### src/hw/dccw_pkg.sv
// Purpose: Shared constants for the clock and wake-up control block.
// Assumes: APB byte addresses, one 32-bit word per register.
// Notes:   Ratios are stored as value minus one in four bits.
package dccw_pkg;

  // ==========================================================================
  // Register map
  localparam logic [7:0]  DCCW_OFS_CTRL     = 8'h00;
  localparam logic [7:0]  DCCW_OFS_CMD      = 8'h04;
  localparam logic [7:0]  DCCW_OFS_STAT     = 8'h08;

  // ==========================================================================
  // Control fields
  localparam int          DCCW_CTRL_M_LSB   = 0;
  localparam int          DCCW_CTRL_N_LSB   = 4;
  localparam int          DCCW_CTRL_L_LSB   = 8;
  localparam int          DCCW_CTRL_SYSTEM_CLOCK_OUTPUT_PIN  = 12;
  localparam int          DCCW_CTRL_WAKE    = 13;
  localparam int          DCCW_CTRL_HALT    = 14;
  localparam int          DCCW_CTRL_PORTSEL = 15;
  localparam int          DCCW_CTRL_INIT    = 16;
  localparam int          DCCW_CTRL_W       = 17;
  localparam int          DCCW_CMD_STOP     = 0;
  localparam logic [16:0] DCCW_CTRL_RST     = 17'h03000;

  // ==========================================================================
  // Status fields
  localparam int          DCCW_ST_STOP      = 0;
  localparam int          DCCW_ST_HALT      = 1;
  localparam int          DCCW_ST_LOCK      = 2;
  localparam int          DCCW_ST_MULT_LSB  = 4;
  localparam int          DCCW_ST_PORT2     = 8;
  localparam int          DCCW_ST_PORT3     = 9;

  // ==========================================================================
  // Fixed ratios of the pin-configured variant, minus one
  localparam logic [3:0]  DCCW_PIN_N_M1     = 4'h0;
  localparam logic [3:0]  DCCW_PIN_L_M1     = 4'h7;
  localparam logic [2:0]  DCCW_PIN_MULT_RST = 3'h0;

  typedef enum logic [2:0] {
    DCCW_RUN  = 3'b001,
    DCCW_HALT = 3'b010,
    DCCW_STOP = 3'b100
  } dccw_mode_t;

endpackage

### src/hw/dccw_clk_if.sv
// Purpose: Carries one clock stage's tick and level between stages.
// Assumes: tick is high one core_clk cycle per stage clock period.
// Notes:   level is the stage's waveform as seen on the clock pin.
`timescale 1ns/100ps
interface dccw_clk_if;
  logic tick;
  logic level;
  modport src (output tick, output level);
  modport snk (input tick, input level);
endinterface

### src/hw/dccw_pll_rate.sv
// Purpose: Multiplier stage, m ticks per reference clock period.
// Assumes: The reference input is synchronous and slower than core_clk / m.
// Notes:   A rate accumulator stands in for the oscillator of a real loop.
`timescale 1ns/100ps
module dccw_pll_rate
  import dccw_pkg::*;
#(
  parameter int CNT_W = 16
)(
  input  wire logic       core_clk,
  input  wire logic       srst,
  input  wire logic       ext_clk_in,
  input  wire logic       stopped,
  input  wire logic [3:0] mult_m1,
  output logic            locked,
  dccw_clk_if.src         pll_out
);

  logic             ref_d_ff;
  logic [CNT_W-1:0] per_cnt_ff;
  logic [CNT_W-1:0] period_ff;
  logic [CNT_W:0]   acc_ff;
  logic             lock_ff;
  logic             seen_ff;
  logic [CNT_W:0]   acc_sum;
  logic             ref_rise;
  logic             hit;

  assign ref_rise = ext_clk_in & ~ref_d_ff;
  assign acc_sum  = acc_ff + {{(CNT_W-4){1'b0}}, 1'b0, mult_m1} + {{CNT_W{1'b0}}, 1'b1};
  assign hit      = lock_ff & ~stopped & (acc_sum >= {1'b0, period_ff});
  assign pll_out.tick  = hit;
  assign pll_out.level = hit;
  assign locked        = lock_ff;

  // ==========================================================================
  // Period measurement and rate accumulator, both frozen while stopped
  always_ff @(posedge core_clk)
  begin
    if (srst)
    begin
      ref_d_ff   <= 1'b1;
      per_cnt_ff <= '0;
      period_ff  <= '0;
      lock_ff    <= 1'b0;
      seen_ff    <= 1'b0;
      acc_ff     <= '0;
    end
    else if (!stopped)
    begin
      ref_d_ff   <= ext_clk_in;
      per_cnt_ff <= ref_rise ? '0 : per_cnt_ff + 1'b1;
      if (ref_rise)
      begin
        // The first rise only starts the count; lock waits for a full period.
        period_ff <= per_cnt_ff + 1'b1;
        seen_ff   <= 1'b1;
        lock_ff   <= seen_ff;
      end
      if (lock_ff)
        acc_ff <= hit ? acc_sum - {1'b0, period_ff} : acc_sum;
    end
  end

endmodule

### src/hw/dccw_divider.sv
// Purpose: Integer clock divider, ratio 1 to 16, with bypass and freeze.
// Assumes: ratio_m1 may change at any time; the period in which it changes is irregular.
// Notes:   Odd ratios above one give a high phase of one input period.
`timescale 1ns/100ps
module dccw_divider
  import dccw_pkg::*;
(
  input  wire logic       core_clk,
  input  wire logic       srst,
  input  wire logic       freeze,
  input  wire logic       bypass,
  input  wire logic [3:0] ratio_m1,
  dccw_clk_if.snk         div_in,
  dccw_clk_if.src         div_out
);

  logic [3:0] cnt_ff;
  logic       level_ff;
  logic       last;
  logic       odd_ratio;
  logic       nxt_level;
  logic [3:0] nxt_cnt;
  logic [4:0] half;

  // A counter left above a newly lowered ratio wraps at the next tick instead of
  // running round all sixteen states.
  assign last      = (cnt_ff >= ratio_m1);
  assign odd_ratio = ~ratio_m1[0] & (ratio_m1 != 4'h0);
  assign half      = ({1'b0, ratio_m1} + 5'h01) >> 1;
  assign nxt_cnt   = (div_in.tick & ~freeze) ? (last ? 4'h0 : cnt_ff + 4'h1) : cnt_ff;
  assign nxt_level = (ratio_m1 == 4'h0) ? div_in.tick :
                     odd_ratio ? (nxt_cnt == 4'h0) :
                     ({1'b0, nxt_cnt} < half);
  assign div_out.tick  = bypass ? div_in.tick : (div_in.tick & last & ~freeze);
  assign div_out.level = bypass ? div_in.level : level_ff;

  always_ff @(posedge core_clk)
  begin
    if (srst || bypass)
    begin
      cnt_ff   <= 4'h0;
      level_ff <= 1'b0;
    end
    else if (!freeze)
    begin
      cnt_ff   <= nxt_cnt;
      level_ff <= nxt_level;
    end
  end
endmodule

### src/hw/dccw_top.sv
// Purpose: Clock generation and stop/halt/wake control with an APB port.
// Assumes: core_clk is faster than the multiplied clock; pins synchronous.
// Notes:   The internal clock is a one-cycle tick; the pin gets its level.
// What this block does
// Normal clock is input times m over n.
// Halt clock is normal clock divided by l.
// Multiplier stage scales reference by 1 to 16.
// Output divider divides by 1 to 16.
// Halt divider acts only in halt mode.
// Option gates internal clock onto output pin.
// Odd output ratio: high phase one input period.
// Reset out of stop loses prior state.
// Wake pin release keeps state and resumes.
// Option decides if wake pin releases stop.
// Shared pin interrupts outside stop only.
// Pin variant: multiplier from three pins, 1-8.
// Two select pins double as port bits.
// Pin variant fixes ratios at 1 and 8.
// Select pins stable before PLL initialisation.
// Pin variant always enables clock out, wake.
// Stop command enters the stop mode.
// Stop halts every clock, multiplier included.
// Halt ratio switches only on clock boundaries.
//
// Design decisions made here: the register offsets and the APB register port.
`timescale 1ns/100ps
module dccw_top
  import dccw_pkg::*;
#(
  parameter bit PIN_CONFIG = 1'b0,
  parameter int CNT_W      = 16
)(
  input  wire logic        core_clk,
  input  wire logic        srst,
  input  wire logic        psel,
  input  wire logic        penable,
  input  wire logic        pwrite,
  input  wire logic [7:0]  paddr,
  input  wire logic [31:0] pwdata,
  output logic      [31:0] prdata,
  output logic             pready,
  output logic             pslverr,
  input  wire logic        ext_clk_in,
  input  wire logic        stop_release_n,
  input  wire logic        multiplier_select_bit0,
  input  wire logic        multiplier_select_bit1,
  input  wire logic        multiplier_select_bit2,
  output logic             general_port_bit_two,
  output logic             general_port_bit_three,
  output logic             sys_clk_tick,
  output logic             system_clock_output_pin,
  output logic             int_four_req,
  output logic             stop_resume_pulse,
  output logic             pll_locked
);

  // ==========================================================================
  // State and wires
  dccw_mode_t              state_ff;
  dccw_mode_t              nxt_state;
  logic [DCCW_CTRL_W-1:0]  ctrl_ff;
  logic [2:0]              pin_mult_ff;
  logic [31:0]             rdata_ff;
  logic                    system_clock_output_pin_ff;
  logic                    resume_ff;
  logic                    port2_ff;
  logic                    port3_ff;

  logic                    setup_ph;
  logic                    access_ph;
  logic                    mapped;
  logic                    wr_ctrl;
  logic                    stop_cmd;
  logic [31:0]             rd_value;
  logic                    stopped;
  logic                    halted;
  logic                    halt_want;
  logic                    wake_en_eff;
  logic                    system_clock_output_pin_en_eff;
  logic                    port_sel;
  logic                    wake_release;
  logic [3:0]              eff_m_m1;
  logic [3:0]              eff_n_m1;
  logic [3:0]              eff_l_m1;
  logic [2:0]              pin_mult_now;

  dccw_clk_if              pll_clk ();
  dccw_clk_if              norm_clk ();
  dccw_clk_if              halt_clk ();

  // ==========================================================================
  // Address decoding, used for both reads and writes
  function automatic logic dccw_is_mapped(input logic [7:0] addr);
    dccw_is_mapped = (addr == DCCW_OFS_CTRL) || (addr == DCCW_OFS_CMD) ||
                     (addr == DCCW_OFS_STAT);
  endfunction

  assign setup_ph  = psel & ~penable;
  assign access_ph = psel & penable;
  assign mapped    = dccw_is_mapped(paddr);
  assign pready    = 1'b1;
  assign pslverr   = access_ph & ~mapped;
  assign prdata    = rdata_ff;
  assign wr_ctrl   = access_ph & pwrite & (paddr == DCCW_OFS_CTRL);
  assign stop_cmd  = access_ph & pwrite & (paddr == DCCW_OFS_CMD) &
                     pwdata[DCCW_CMD_STOP];

  // ==========================================================================
  // Effective configuration; the pin variant overrides the option bits
  assign port_sel      = ctrl_ff[DCCW_CTRL_PORTSEL];
  assign pin_mult_now  = {multiplier_select_bit2,
                          port_sel & multiplier_select_bit1,
                          port_sel & multiplier_select_bit0};
  assign eff_m_m1      = PIN_CONFIG ? {1'b0, pin_mult_ff} :
                         ctrl_ff[DCCW_CTRL_M_LSB +: 4];
  assign eff_n_m1      = PIN_CONFIG ? DCCW_PIN_N_M1 : ctrl_ff[DCCW_CTRL_N_LSB +: 4];
  assign eff_l_m1      = PIN_CONFIG ? DCCW_PIN_L_M1 : ctrl_ff[DCCW_CTRL_L_LSB +: 4];
  assign system_clock_output_pin_en_eff = PIN_CONFIG | ctrl_ff[DCCW_CTRL_SYSTEM_CLOCK_OUTPUT_PIN];
  assign wake_en_eff   = PIN_CONFIG | ctrl_ff[DCCW_CTRL_WAKE];
  assign halt_want     = ctrl_ff[DCCW_CTRL_HALT];

  // Port bits see the shared pins only while they are not select inputs.
  assign general_port_bit_two   = port2_ff;
  assign general_port_bit_three = port3_ff;

  // ==========================================================================
  // Mode control
  assign stopped      = (state_ff == DCCW_STOP);
  assign halted       = (state_ff == DCCW_HALT);
  assign wake_release = stopped & ~stop_release_n & wake_en_eff;
  assign int_four_req = ~stop_release_n & ~stopped;

  always_comb
  begin
    nxt_state = state_ff;
    unique case (state_ff)
      DCCW_RUN:
        if (stop_cmd)
          nxt_state = DCCW_STOP;
        else if (halt_want && norm_clk.tick)
          nxt_state = DCCW_HALT;
      DCCW_HALT:
        if (stop_cmd)
          nxt_state = DCCW_STOP;
        else if (!halt_want && halt_clk.tick)
          nxt_state = DCCW_RUN;
      DCCW_STOP:
        if (wake_release)
          nxt_state = DCCW_RUN;
      default:
        nxt_state = DCCW_RUN;
    endcase
  end

  // Reset clears every state register, so a reset out of stop starts afresh.
  always_ff @(posedge core_clk)
  begin
    if (srst)
    begin
      state_ff  <= DCCW_RUN;
      resume_ff <= 1'b0;
    end
    else
    begin
      state_ff  <= nxt_state;
      resume_ff <= wake_release;
    end
  end

  assign stop_resume_pulse = resume_ff;

  // ==========================================================================
  // Registers
  always_ff @(posedge core_clk)
  begin
    if (srst)
      ctrl_ff <= DCCW_CTRL_RST;
    else if (wr_ctrl)
      ctrl_ff <= pwdata[DCCW_CTRL_W-1:0];
  end

  // Select pins are sampled only in initialisation mode, so they must settle first.
  always_ff @(posedge core_clk)
  begin
    if (srst)
      pin_mult_ff <= DCCW_PIN_MULT_RST;
    else if (ctrl_ff[DCCW_CTRL_INIT])
      pin_mult_ff <= pin_mult_now;
  end

  always_ff @(posedge core_clk)
  begin
    if (srst)
    begin
      port2_ff <= 1'b0;
      port3_ff <= 1'b0;
    end
    else
    begin
      port2_ff <= ~port_sel & multiplier_select_bit0;
      port3_ff <= ~port_sel & multiplier_select_bit1;
    end
  end

  always_comb
  begin
    rd_value = 32'h0000_0000;
    if (paddr == DCCW_OFS_CTRL)
      rd_value[DCCW_CTRL_W-1:0] = ctrl_ff;
    else if (paddr == DCCW_OFS_STAT)
    begin
      rd_value[DCCW_ST_STOP]             = stopped;
      rd_value[DCCW_ST_HALT]             = halted;
      rd_value[DCCW_ST_LOCK]             = pll_locked;
      rd_value[DCCW_ST_MULT_LSB +: 3]    = eff_m_m1[2:0];
      rd_value[DCCW_ST_PORT2]            = port2_ff;
      rd_value[DCCW_ST_PORT3]            = port3_ff;
    end
  end

  // Read data is captured in the setup phase and stands through the access.
  always_ff @(posedge core_clk)
  begin
    if (srst)
      rdata_ff <= 32'h0000_0000;
    else if (setup_ph)
      rdata_ff <= rd_value;
  end

  // ==========================================================================
  // Clock chain: multiplier, output divider, halt divider
  dccw_pll_rate #(
    .CNT_W    (CNT_W)
  ) u_pll (
    .core_clk (core_clk),
    .srst     (srst),
    .ext_clk_in (ext_clk_in),
    .stopped  (stopped),
    .mult_m1  (eff_m_m1),
    .locked   (pll_locked),
    .pll_out  (pll_clk)
  );

  dccw_divider u_out_div (
    .core_clk (core_clk),
    .srst     (srst),
    .freeze   (stopped),
    .bypass   (1'b0),
    .ratio_m1 (eff_n_m1),
    .div_in   (pll_clk),
    .div_out  (norm_clk)
  );

  dccw_divider u_halt_div (
    .core_clk (core_clk),
    .srst     (srst),
    .freeze   (stopped),
    .bypass   (~halted),
    .ratio_m1 (eff_l_m1),
    .div_in   (norm_clk),
    .div_out  (halt_clk)
  );

  // The halt stage passes the normal clock through outside halt mode.
  assign sys_clk_tick = halt_clk.tick & ~stopped;

  // Registered so the pin never shows a combinational glitch.
  always_ff @(posedge core_clk)
  begin
    if (srst)
      system_clock_output_pin_ff <= 1'b0;
    else
      system_clock_output_pin_ff <= system_clock_output_pin_en_eff & ~stopped & halt_clk.level;
  end

  assign system_clock_output_pin = system_clock_output_pin_ff;
endmodule

### config.mk
export PLATFORM = sky130hd
export DESIGN_NAME = dccw_top
export DESIGN_NICKNAME = d
export VERILOG_FILES = /design/src/hw/dccw_pkg.sv /design/src/hw/dccw_clk_if.sv /design/src/hw/dccw_pll_rate.sv /design/src/hw/dccw_divider.sv /design/src/hw/dccw_top.sv
export SDC_FILE = /design/constraint.sdc
export NUM_CORES = 1
export LEC_CHECK = 0
export ABC_CLOCK_PERIOD_IN_PS = 6200
export BUFFER_PORTS_ARGS = -buffer_cell sky130_fd_sc_hd__buf_2
export CAP_MARGIN = 15
export CELL_PAD_IN_SITES_DETAIL_PLACEMENT = 0
export CELL_PAD_IN_SITES_GLOBAL_PLACEMENT = 1
export CORE_AREA = 2 2 112 142
export DETAILED_ROUTE_END_ITERATION = 6
export DIE_AREA = 0 0 114 144
export HOLD_SLACK_MARGIN = 0.1
export PLACE_DENSITY = 0.9
export SLEW_MARGIN = 20
export SYNTH_ARGS = -nofsm -noshare
export SYNTH_HDL_FRONTEND = slang
export SYNTH_SLANG_ARGS = --single-unit
### constraint.sdc
create_clock -name core_clk -period 6.2 [get_ports core_clk]
set_input_delay 0.93 -clock core_clk [delete_from_list [all_inputs] [get_ports core_clk]]
set_output_delay 0.93 -clock core_clk [all_outputs]
set_load 0.05 [all_outputs]
# After elaboration in Yosys (flattened, before gate mapping)

Cells that the tools add are included.

Output and inout bits: 41
Bits of input ports: 50
Word-level logic and storage cells: 116
Flip-flop bits (word level): 103

Order comparisons: 5
Bitwise logic cells: 35
Reductions and logical operators: 16
Muxes and demuxes: 27
$add $sub $neg: 8
Equality and inequality tests: 8

Operator list:

| kind                                                 | number |
|---|---|
| two-way mux 3 bit                                    | 9 |
| AND 1 bit                                            | 26 |
| adder 17 x 1 -> 17 bit (second input constant)       | 1 |
| adder 17 x 4 -> 17 bit                               | 1 |
| greater-or-equal comparator 17 x 16 -> 1 bit         | 1 |
| two-way mux 17 bit                                   | 1 |
| subtractor 17 x 16 -> 17 bit                         | 1 |
| adder 16 x 1 -> 16 bit (second input constant)       | 1 |
| zero test 4 bit                                      | 4 |
| two-way mux 16 bit                                   | 1 |
| two-way mux 4 bit                                    | 4 |
| adder 4 x 1 -> 5 bit (second input constant)         | 2 |
| NOT 1 bit                                            | 9 |
| case mux 3 bit (3 select lines)                      | 1 |
| adder 4 x 1 -> 4 bit (second input constant)         | 2 |
| equality test 8 x 3 -> 1 bit (second input constant) | 1 |
| equality test 8 x 4 -> 1 bit (second input constant) | 1 |
| greater-or-equal comparator 4 bit                    | 2 |
| zero test 8 bit                                      | 1 |
| < comparator 4 bit                                   | 2 |
| two-way mux 1 bit                                    | 8 |
| nonzero test 4 bit                                   | 2 |
| two-way mux 7 bit                                    | 1 |
| two-way mux 2 bit                                    | 2 |
| 11 further kinds                                     | 15 |

# Longest topological paths before layout

Depth in word-level cells: 13
Mapped depth: 25
Gate-level depth less buffers: 23

# Modules after synthesis

A second synthesis with hierarchy kept.

Cells, all modules: 814
Area, all modules: 6677.7 sq um

By module, submodules not included:

| module        | instances | area an instance (sq um) | cells each | sequential area each (sq um) |
|---|---|---|---|---|
| dccw_pll_rate | 1         | 3717.3                   | 487        | 1041.0 |
| dccw_top      | 1         | 1804.2                   | 189        | 820.8 |
| dccw_divider  | 2         | 578.1                    | 69         | 100.1 |

# Worst setup path after synthesis

Ideal clock, no wire load.

Path type: reg2out
From: register ctrl_ff[0]
To: output sys_clk_tick
Cell stages (with the launch flop): 17
Slack: 1195 ps
Buffers on the path: 1
Arrival: 4075 ps
Data required time: 5270 ps
Cell sequence: dfxtp_1 > inv_1 > ha_1 > fa_1 > nand2b_1 > o2bb2ai_2 > nor2_1 > and3_1 > xor2_1 > ha_1 > nand4_1 > or4_1 > a21oi_1 > or4_4 > o211ai_2 > buf_4 > a21oi_1

Word-level cells in the longest chain between the ends: 10

Ends and longest elaborated chain:

| item                                           | RTL line            | RTL |
|---|---|---|
| from (decl)                                    | dccw_top.sv:61      | `logic [DCCW_CTRL_W-1:0] ctrl_ff;` |
| from (signal assigned)                         | dccw_top.sv:179     | `ctrl_ff <= pwdata[DCCW_CTRL_W-1:0];` |
| adder 17 x 4 -> 17 bit *                       | dccw_pll_rate.sv:30 | `assign acc_sum = acc_ff + {{(CNT_W-4){1'b0}}, 1'b0, mult_m1} + {{CNT_W{1'b0}}, 1'b1};` |
| adder 17 x 1 -> 17 bit *                       | dccw_pll_rate.sv:30 |  |
| greater-or-equal comparator 17 x 16 -> 1 bit * | dccw_pll_rate.sv:31 | `assign hit = lock_ff & ~stopped & (acc_sum >= {1'b0, period_ff});` |
| AND 1 bit *                                    | dccw_pll_rate.sv:31 |  |
| AND 1 bit * (2 in series)                      | dccw_divider.sv:34  | `assign div_out.tick = bypass ? div_in.tick : (div_in.tick & last & ~freeze);` |
| AND 1 bit (2 in series)                        | dccw_divider.sv:34  |  |
| two-way mux 1 bit *                            | dccw_divider.sv:34  |  |
| AND 1 bit *                                    | dccw_top.sv:265     | `assign sys_clk_tick = halt_clk.tick & ~stopped;` |
| to (decl)                                      | dccw_top.sv:50      | `output logic sys_clk_tick,` |

Every way passes the cells marked *; elsewhere a longest branch is shown, timed or not.

# Worst setup path after layout

From: register ctrl_ff[0]
To: register u_out_div.level_ff

Word-level cells in the longest chain between the ends: 9
Elaborated cells on any way between the ends: 10
Classes of those cells: add/sub (2); order compare (2); mux (3); bitwise (2); reduce/logical (1)

Ends and longest elaborated chain:

| item                                                         | RTL line                               | RTL |
|---|---|---|
| adder 17 x 4 -> 17 bit *                                     | dccw_pll_rate.sv:30                    |  |
| adder 17 x 1 -> 17 bit *                                     | dccw_pll_rate.sv:30                    |  |
| greater-or-equal comparator 17 x 16 -> 1 bit *               | dccw_pll_rate.sv:31                    |  |
| AND 1 bit *                                                  | dccw_pll_rate.sv:31                    |  |
| AND 1 bit *                                                  | dccw_divider.sv:30                     | `assign nxt_cnt = (div_in.tick & ~freeze) ? (last ? 4'h0 : cnt_ff + 4'h1) : cnt_ff;` |
| two-way mux 4 bit *                                          | dccw_divider.sv:30                     |  |
| via u_out_div.nxt_cnt[2]                                     | dccw_divider.sv:22                     | `logic [3:0] nxt_cnt;` |
| < comparator 4 bit / zero test 4 bit (equally long branches) | dccw_divider.sv:33, dccw_divider.sv:32 |  |
| two-way mux 1 bit *                                          | dccw_divider.sv:32                     | `odd_ratio ? (nxt_cnt == 4'h0) :` |
| two-way mux 1 bit *                                          | dccw_divider.sv:31                     | `assign nxt_level = (ratio_m1 == 4'h0) ? div_in.tick :` |
| to (signal assigned)                                         | dccw_divider.sv:47                     | `level_ff <= nxt_level;` |
| to (decl)                                                    | dccw_divider.sv:18                     | `logic level_ff;` |

Mark *: on every way through the listed nets, which the timed path passes. The rest lies on a longest branch.
A chain may end at the register's enable or synchronous reset.

==> reports/metrics.yaml <==
dpl_cell_area_sq_mm: 0.00672
fmax_mhz: 179
rows: 51
cts-resized-gates: 0
root_buffer: "clkbuf_16"
dp_cells: 1033
cts_hold_buf: 0
async_reset_ff_share_pct: 0
skew_ns: 0.00993
fp.dieW_um: 114
timing.hold.ws_ns: 0.454
hold_class: "reg -> reg"
grt_pass1_vias: 5182
first_iter_violations: 235
drv_slew: 0
start_kind: "flop"
clock_path_buffers: 2
rsz0062_at_grt: "false"
place_ws_ns: 0.702
syn_area_sq_mm: 0.00637
wl_per_cell_um: 14.0
cts_made_buffers: 9
grt_max_degree: 101
instances_no_fill: 1049
clk_latency_ns: 0.36
postSynthAreaPerCell_sq_um: 7.73
cp.required_ns: 6.45
gp_congestion: 0.844
worstPathMaxFanout: 12
grt_overflow: 0
numClockSinks: 103
synthCells: 824
slew_headroom_pct: 29.4
powerDensity_mw_per_mm2: 211
viasPerCell: 5.37
synth_cell_types: 61
finish.utilization_pct: 46.3
ys_top_cells_by_count: "103 x dfxtp_1, 102 x nor2_1, 88 x nand2_1, 74 x a21oi_1, 41 x ha_1"
layout_setup_ws_ns: 0.612
yosysMostFrequentCell: "dfxtp_1"
grt_busiest_layer: "met2"
synth_edf_count: 0
fillers: 1542
power_mw: 1.49
antenna_found_initial: 0
critPathArrivalTime_ns: 5.84
num_vias: 5638
fin_crit_sh_pct: 90.1
synth_ff_type: "dfxtp_1"
drc_errors: 0
antenna_cells: 0
post-cts-setup-buffers: 0
period_needed_ns: 5.59
status: "finished, final reports clean"
track_usage_pct: 18.0
coreArea_sq_mm: 0.0152
synth-seq-cells: 103
initial_core_util_pct: 41.9
nNetsFinal: 952
end_kind: "flop"
synth_top_area_share_pct: 32.4
cts_tree: "yes"
final_area_sq_mm: 0.00704
clk_pin_slew_worst_paths_ns: 0.08
drive_gt1_share_pct: 11.0
firstDrtPassIters: 5
dieArea_sq_mm: 0.0164
synth_area_leader_cell: "dfxtp_1"
hpwl_um: 10600
ant_nets: 0
synth-seq-area-share_pct: 32.4
drt_wl_total_um: 14700
worst-setup-path-type: "reg -> reg"
ir_drop_v: 0.000103
met3_usage_pct: 2.05
worst_pin_slew_ns: 1.06
ys_warn_count: 0
pin_count: 91
drv_cap: 0
globalRouteMet2Util_pct: 31.2
io_buffers: 58
die_h_um: 144
gr-usage-met1_pct: 22.9
hold_viol: 0
leakage_nw: 2.87
grt_first_pass_wirelength_um: 24100
syn2layout_area_growth_pct: 10.4
finalSetupViolCount: 0
tns_ns: 0
htree_num_levels: 3
ys_top_cells_by_area: "dfxtp_1 32%, ha_1 8.1%, nor2_1 6.0%"
## layer usage
| metal | vias up | part of all wire (%) |
|---|---|---|
| met5 | - | 0 |
| met4 | 0 | 1.9 |
| met3 | 19 | 2.3 |
| met2 | 87 | 50 |
| met1 | 2612 | 46 |
| li1 | 2920 | - |
## state kept, by name, indices dropped and copies added, names as in the netlist
signal and count:
u_pll.locked 1, system_clock_output_pin 1, u_pll.acc_ff 17, u_pll.ref_d_ff 1, stop_resume_pulse 1, u_pll.period_ff 16
u_out_div.cnt_ff 4, u_pll.per_cnt_ff 16, state_ff 3, general_port_bit_two 1, prdata 17, u_halt_div.level_ff 1
u_pll.seen_ff 1, ctrl_ff 17, u_out_div.level_ff 1, general_port_bit_three 1, u_halt_div.cnt_ff 4
## path summary, 6_finish.rpt
| kind | from | end | slack, ns | cells after the start |
|---|---|---|---|---|
| setup / recovery | ctrl_ff[0] | u_out_div.level_ff | 0.61 | 23 |
| hold / removal | u_pll.acc_ff[0] | u_pll.acc_ff[0] | 0.45 | 2 |
| setup reg to reg | ctrl_ff[0] | u_out_div.level_ff | 0.61 | 23 |
| hold reg to reg | u_pll.acc_ff[0] | u_pll.acc_ff[0] | 0.45 | 2 |
## cell families (layout without fill, tap and decap cells)
family                   after synthesis  in the layout  share of synthesized area, %
AND/OR/NAND/NOR                      318            318                          23.5
AO/OA/AOI/OAI                        209            209                          21.0
flip-flops                           103            103                          32.4
buffers and inverters                 95            121                          6.72
XOR/XNOR                              44             44                          6.05
adder cells (fa/ha/maj)               43             43                          8.68
multiplexers                          10             10                          1.57
other                                  2             16                         0.118
## critical path, cell delays in order, from the launching register on
cell and delay [ns]:
dfxtp_1 0.38, inv_1 0.08, ha_1 0.22, nor2b_1 0.10, o21ai_0 0.11, a21boi_0 0.32, o21ba_2 0.24, and3_1 0.27
nand3_1 0.20, or3_1 0.34, nand2_1 0.08, ha_1 0.25, nand3_1 0.17, a21oi_1 0.06, or4_4 0.55, nor2_2 0.41
nor2_1 0.21, a21oi_1 0.30, inv_1 0.08, ha_1 0.31, a21o_1 0.16, a211oi_1 0.23, o21ai_0 0.13, a311oi_1 0.28
## cell usage in the layout, fill, tap and decap left out, types with 3 or more instances in the layout
| cell type | instances |
|---|---|
| nand3_1 | 23 |
| a311oi_1 | 3 |
| nand2_1 | 88 |
| or3_1 | 9 |
| nand3b_1 | 8 |
| mux2i_1 | 10 |
| ha_1 | 41 |
| xor2_1 | 11 |
| a22oi_1 | 21 |
| and2_1 | 3 |
| nor4_1 | 3 |
| clkbuf_16 | 9 |
| buf_4 | 8 |
| nor3b_1 | 4 |
| or2_2 | 3 |
| dfxtp_1 | 103 |
| nor2_1 | 102 |
| and3_1 | 11 |
| nand2b_1 | 12 |
| o21ai_0 | 40 |
| nor3_1 | 23 |
| inv_1 | 40 |
| xnor2_1 | 33 |
| o21bai_1 | 3 |
| or4_1 | 4 |
| nor2b_1 | 7 |
| a211oi_1 | 18 |
| a21o_1 | 20 |
| o21a_1 | 4 |
| a31oi_1 | 4 |
| nand4_1 | 8 |
| a21oi_1 | 74 |
| conb_1 | 16 |
| buf_2 | 57 |
## cell type report
cell class	count	area, sq um	area share [%]
inverter	40	150	2.13
clock inverter	7	88.8	1.26
multi-input combinational	640	3930	55.9
tap	185	231	3.29
timing repair buffer	65	345	4.91
sequential	103	2060	29.3
clock buffer	9	225	3.20
## where the power goes
group	internal, mW	switching (mW)	leakage [nW]	total, mW
Clock	0.294	0.302	0.153	0.596
Combinational	0.0731	0.143	1.89	0.216
Sequential	0.670	0.00565	0.833	0.675
No activity file was read; power rests on OpenSTA's default activity.
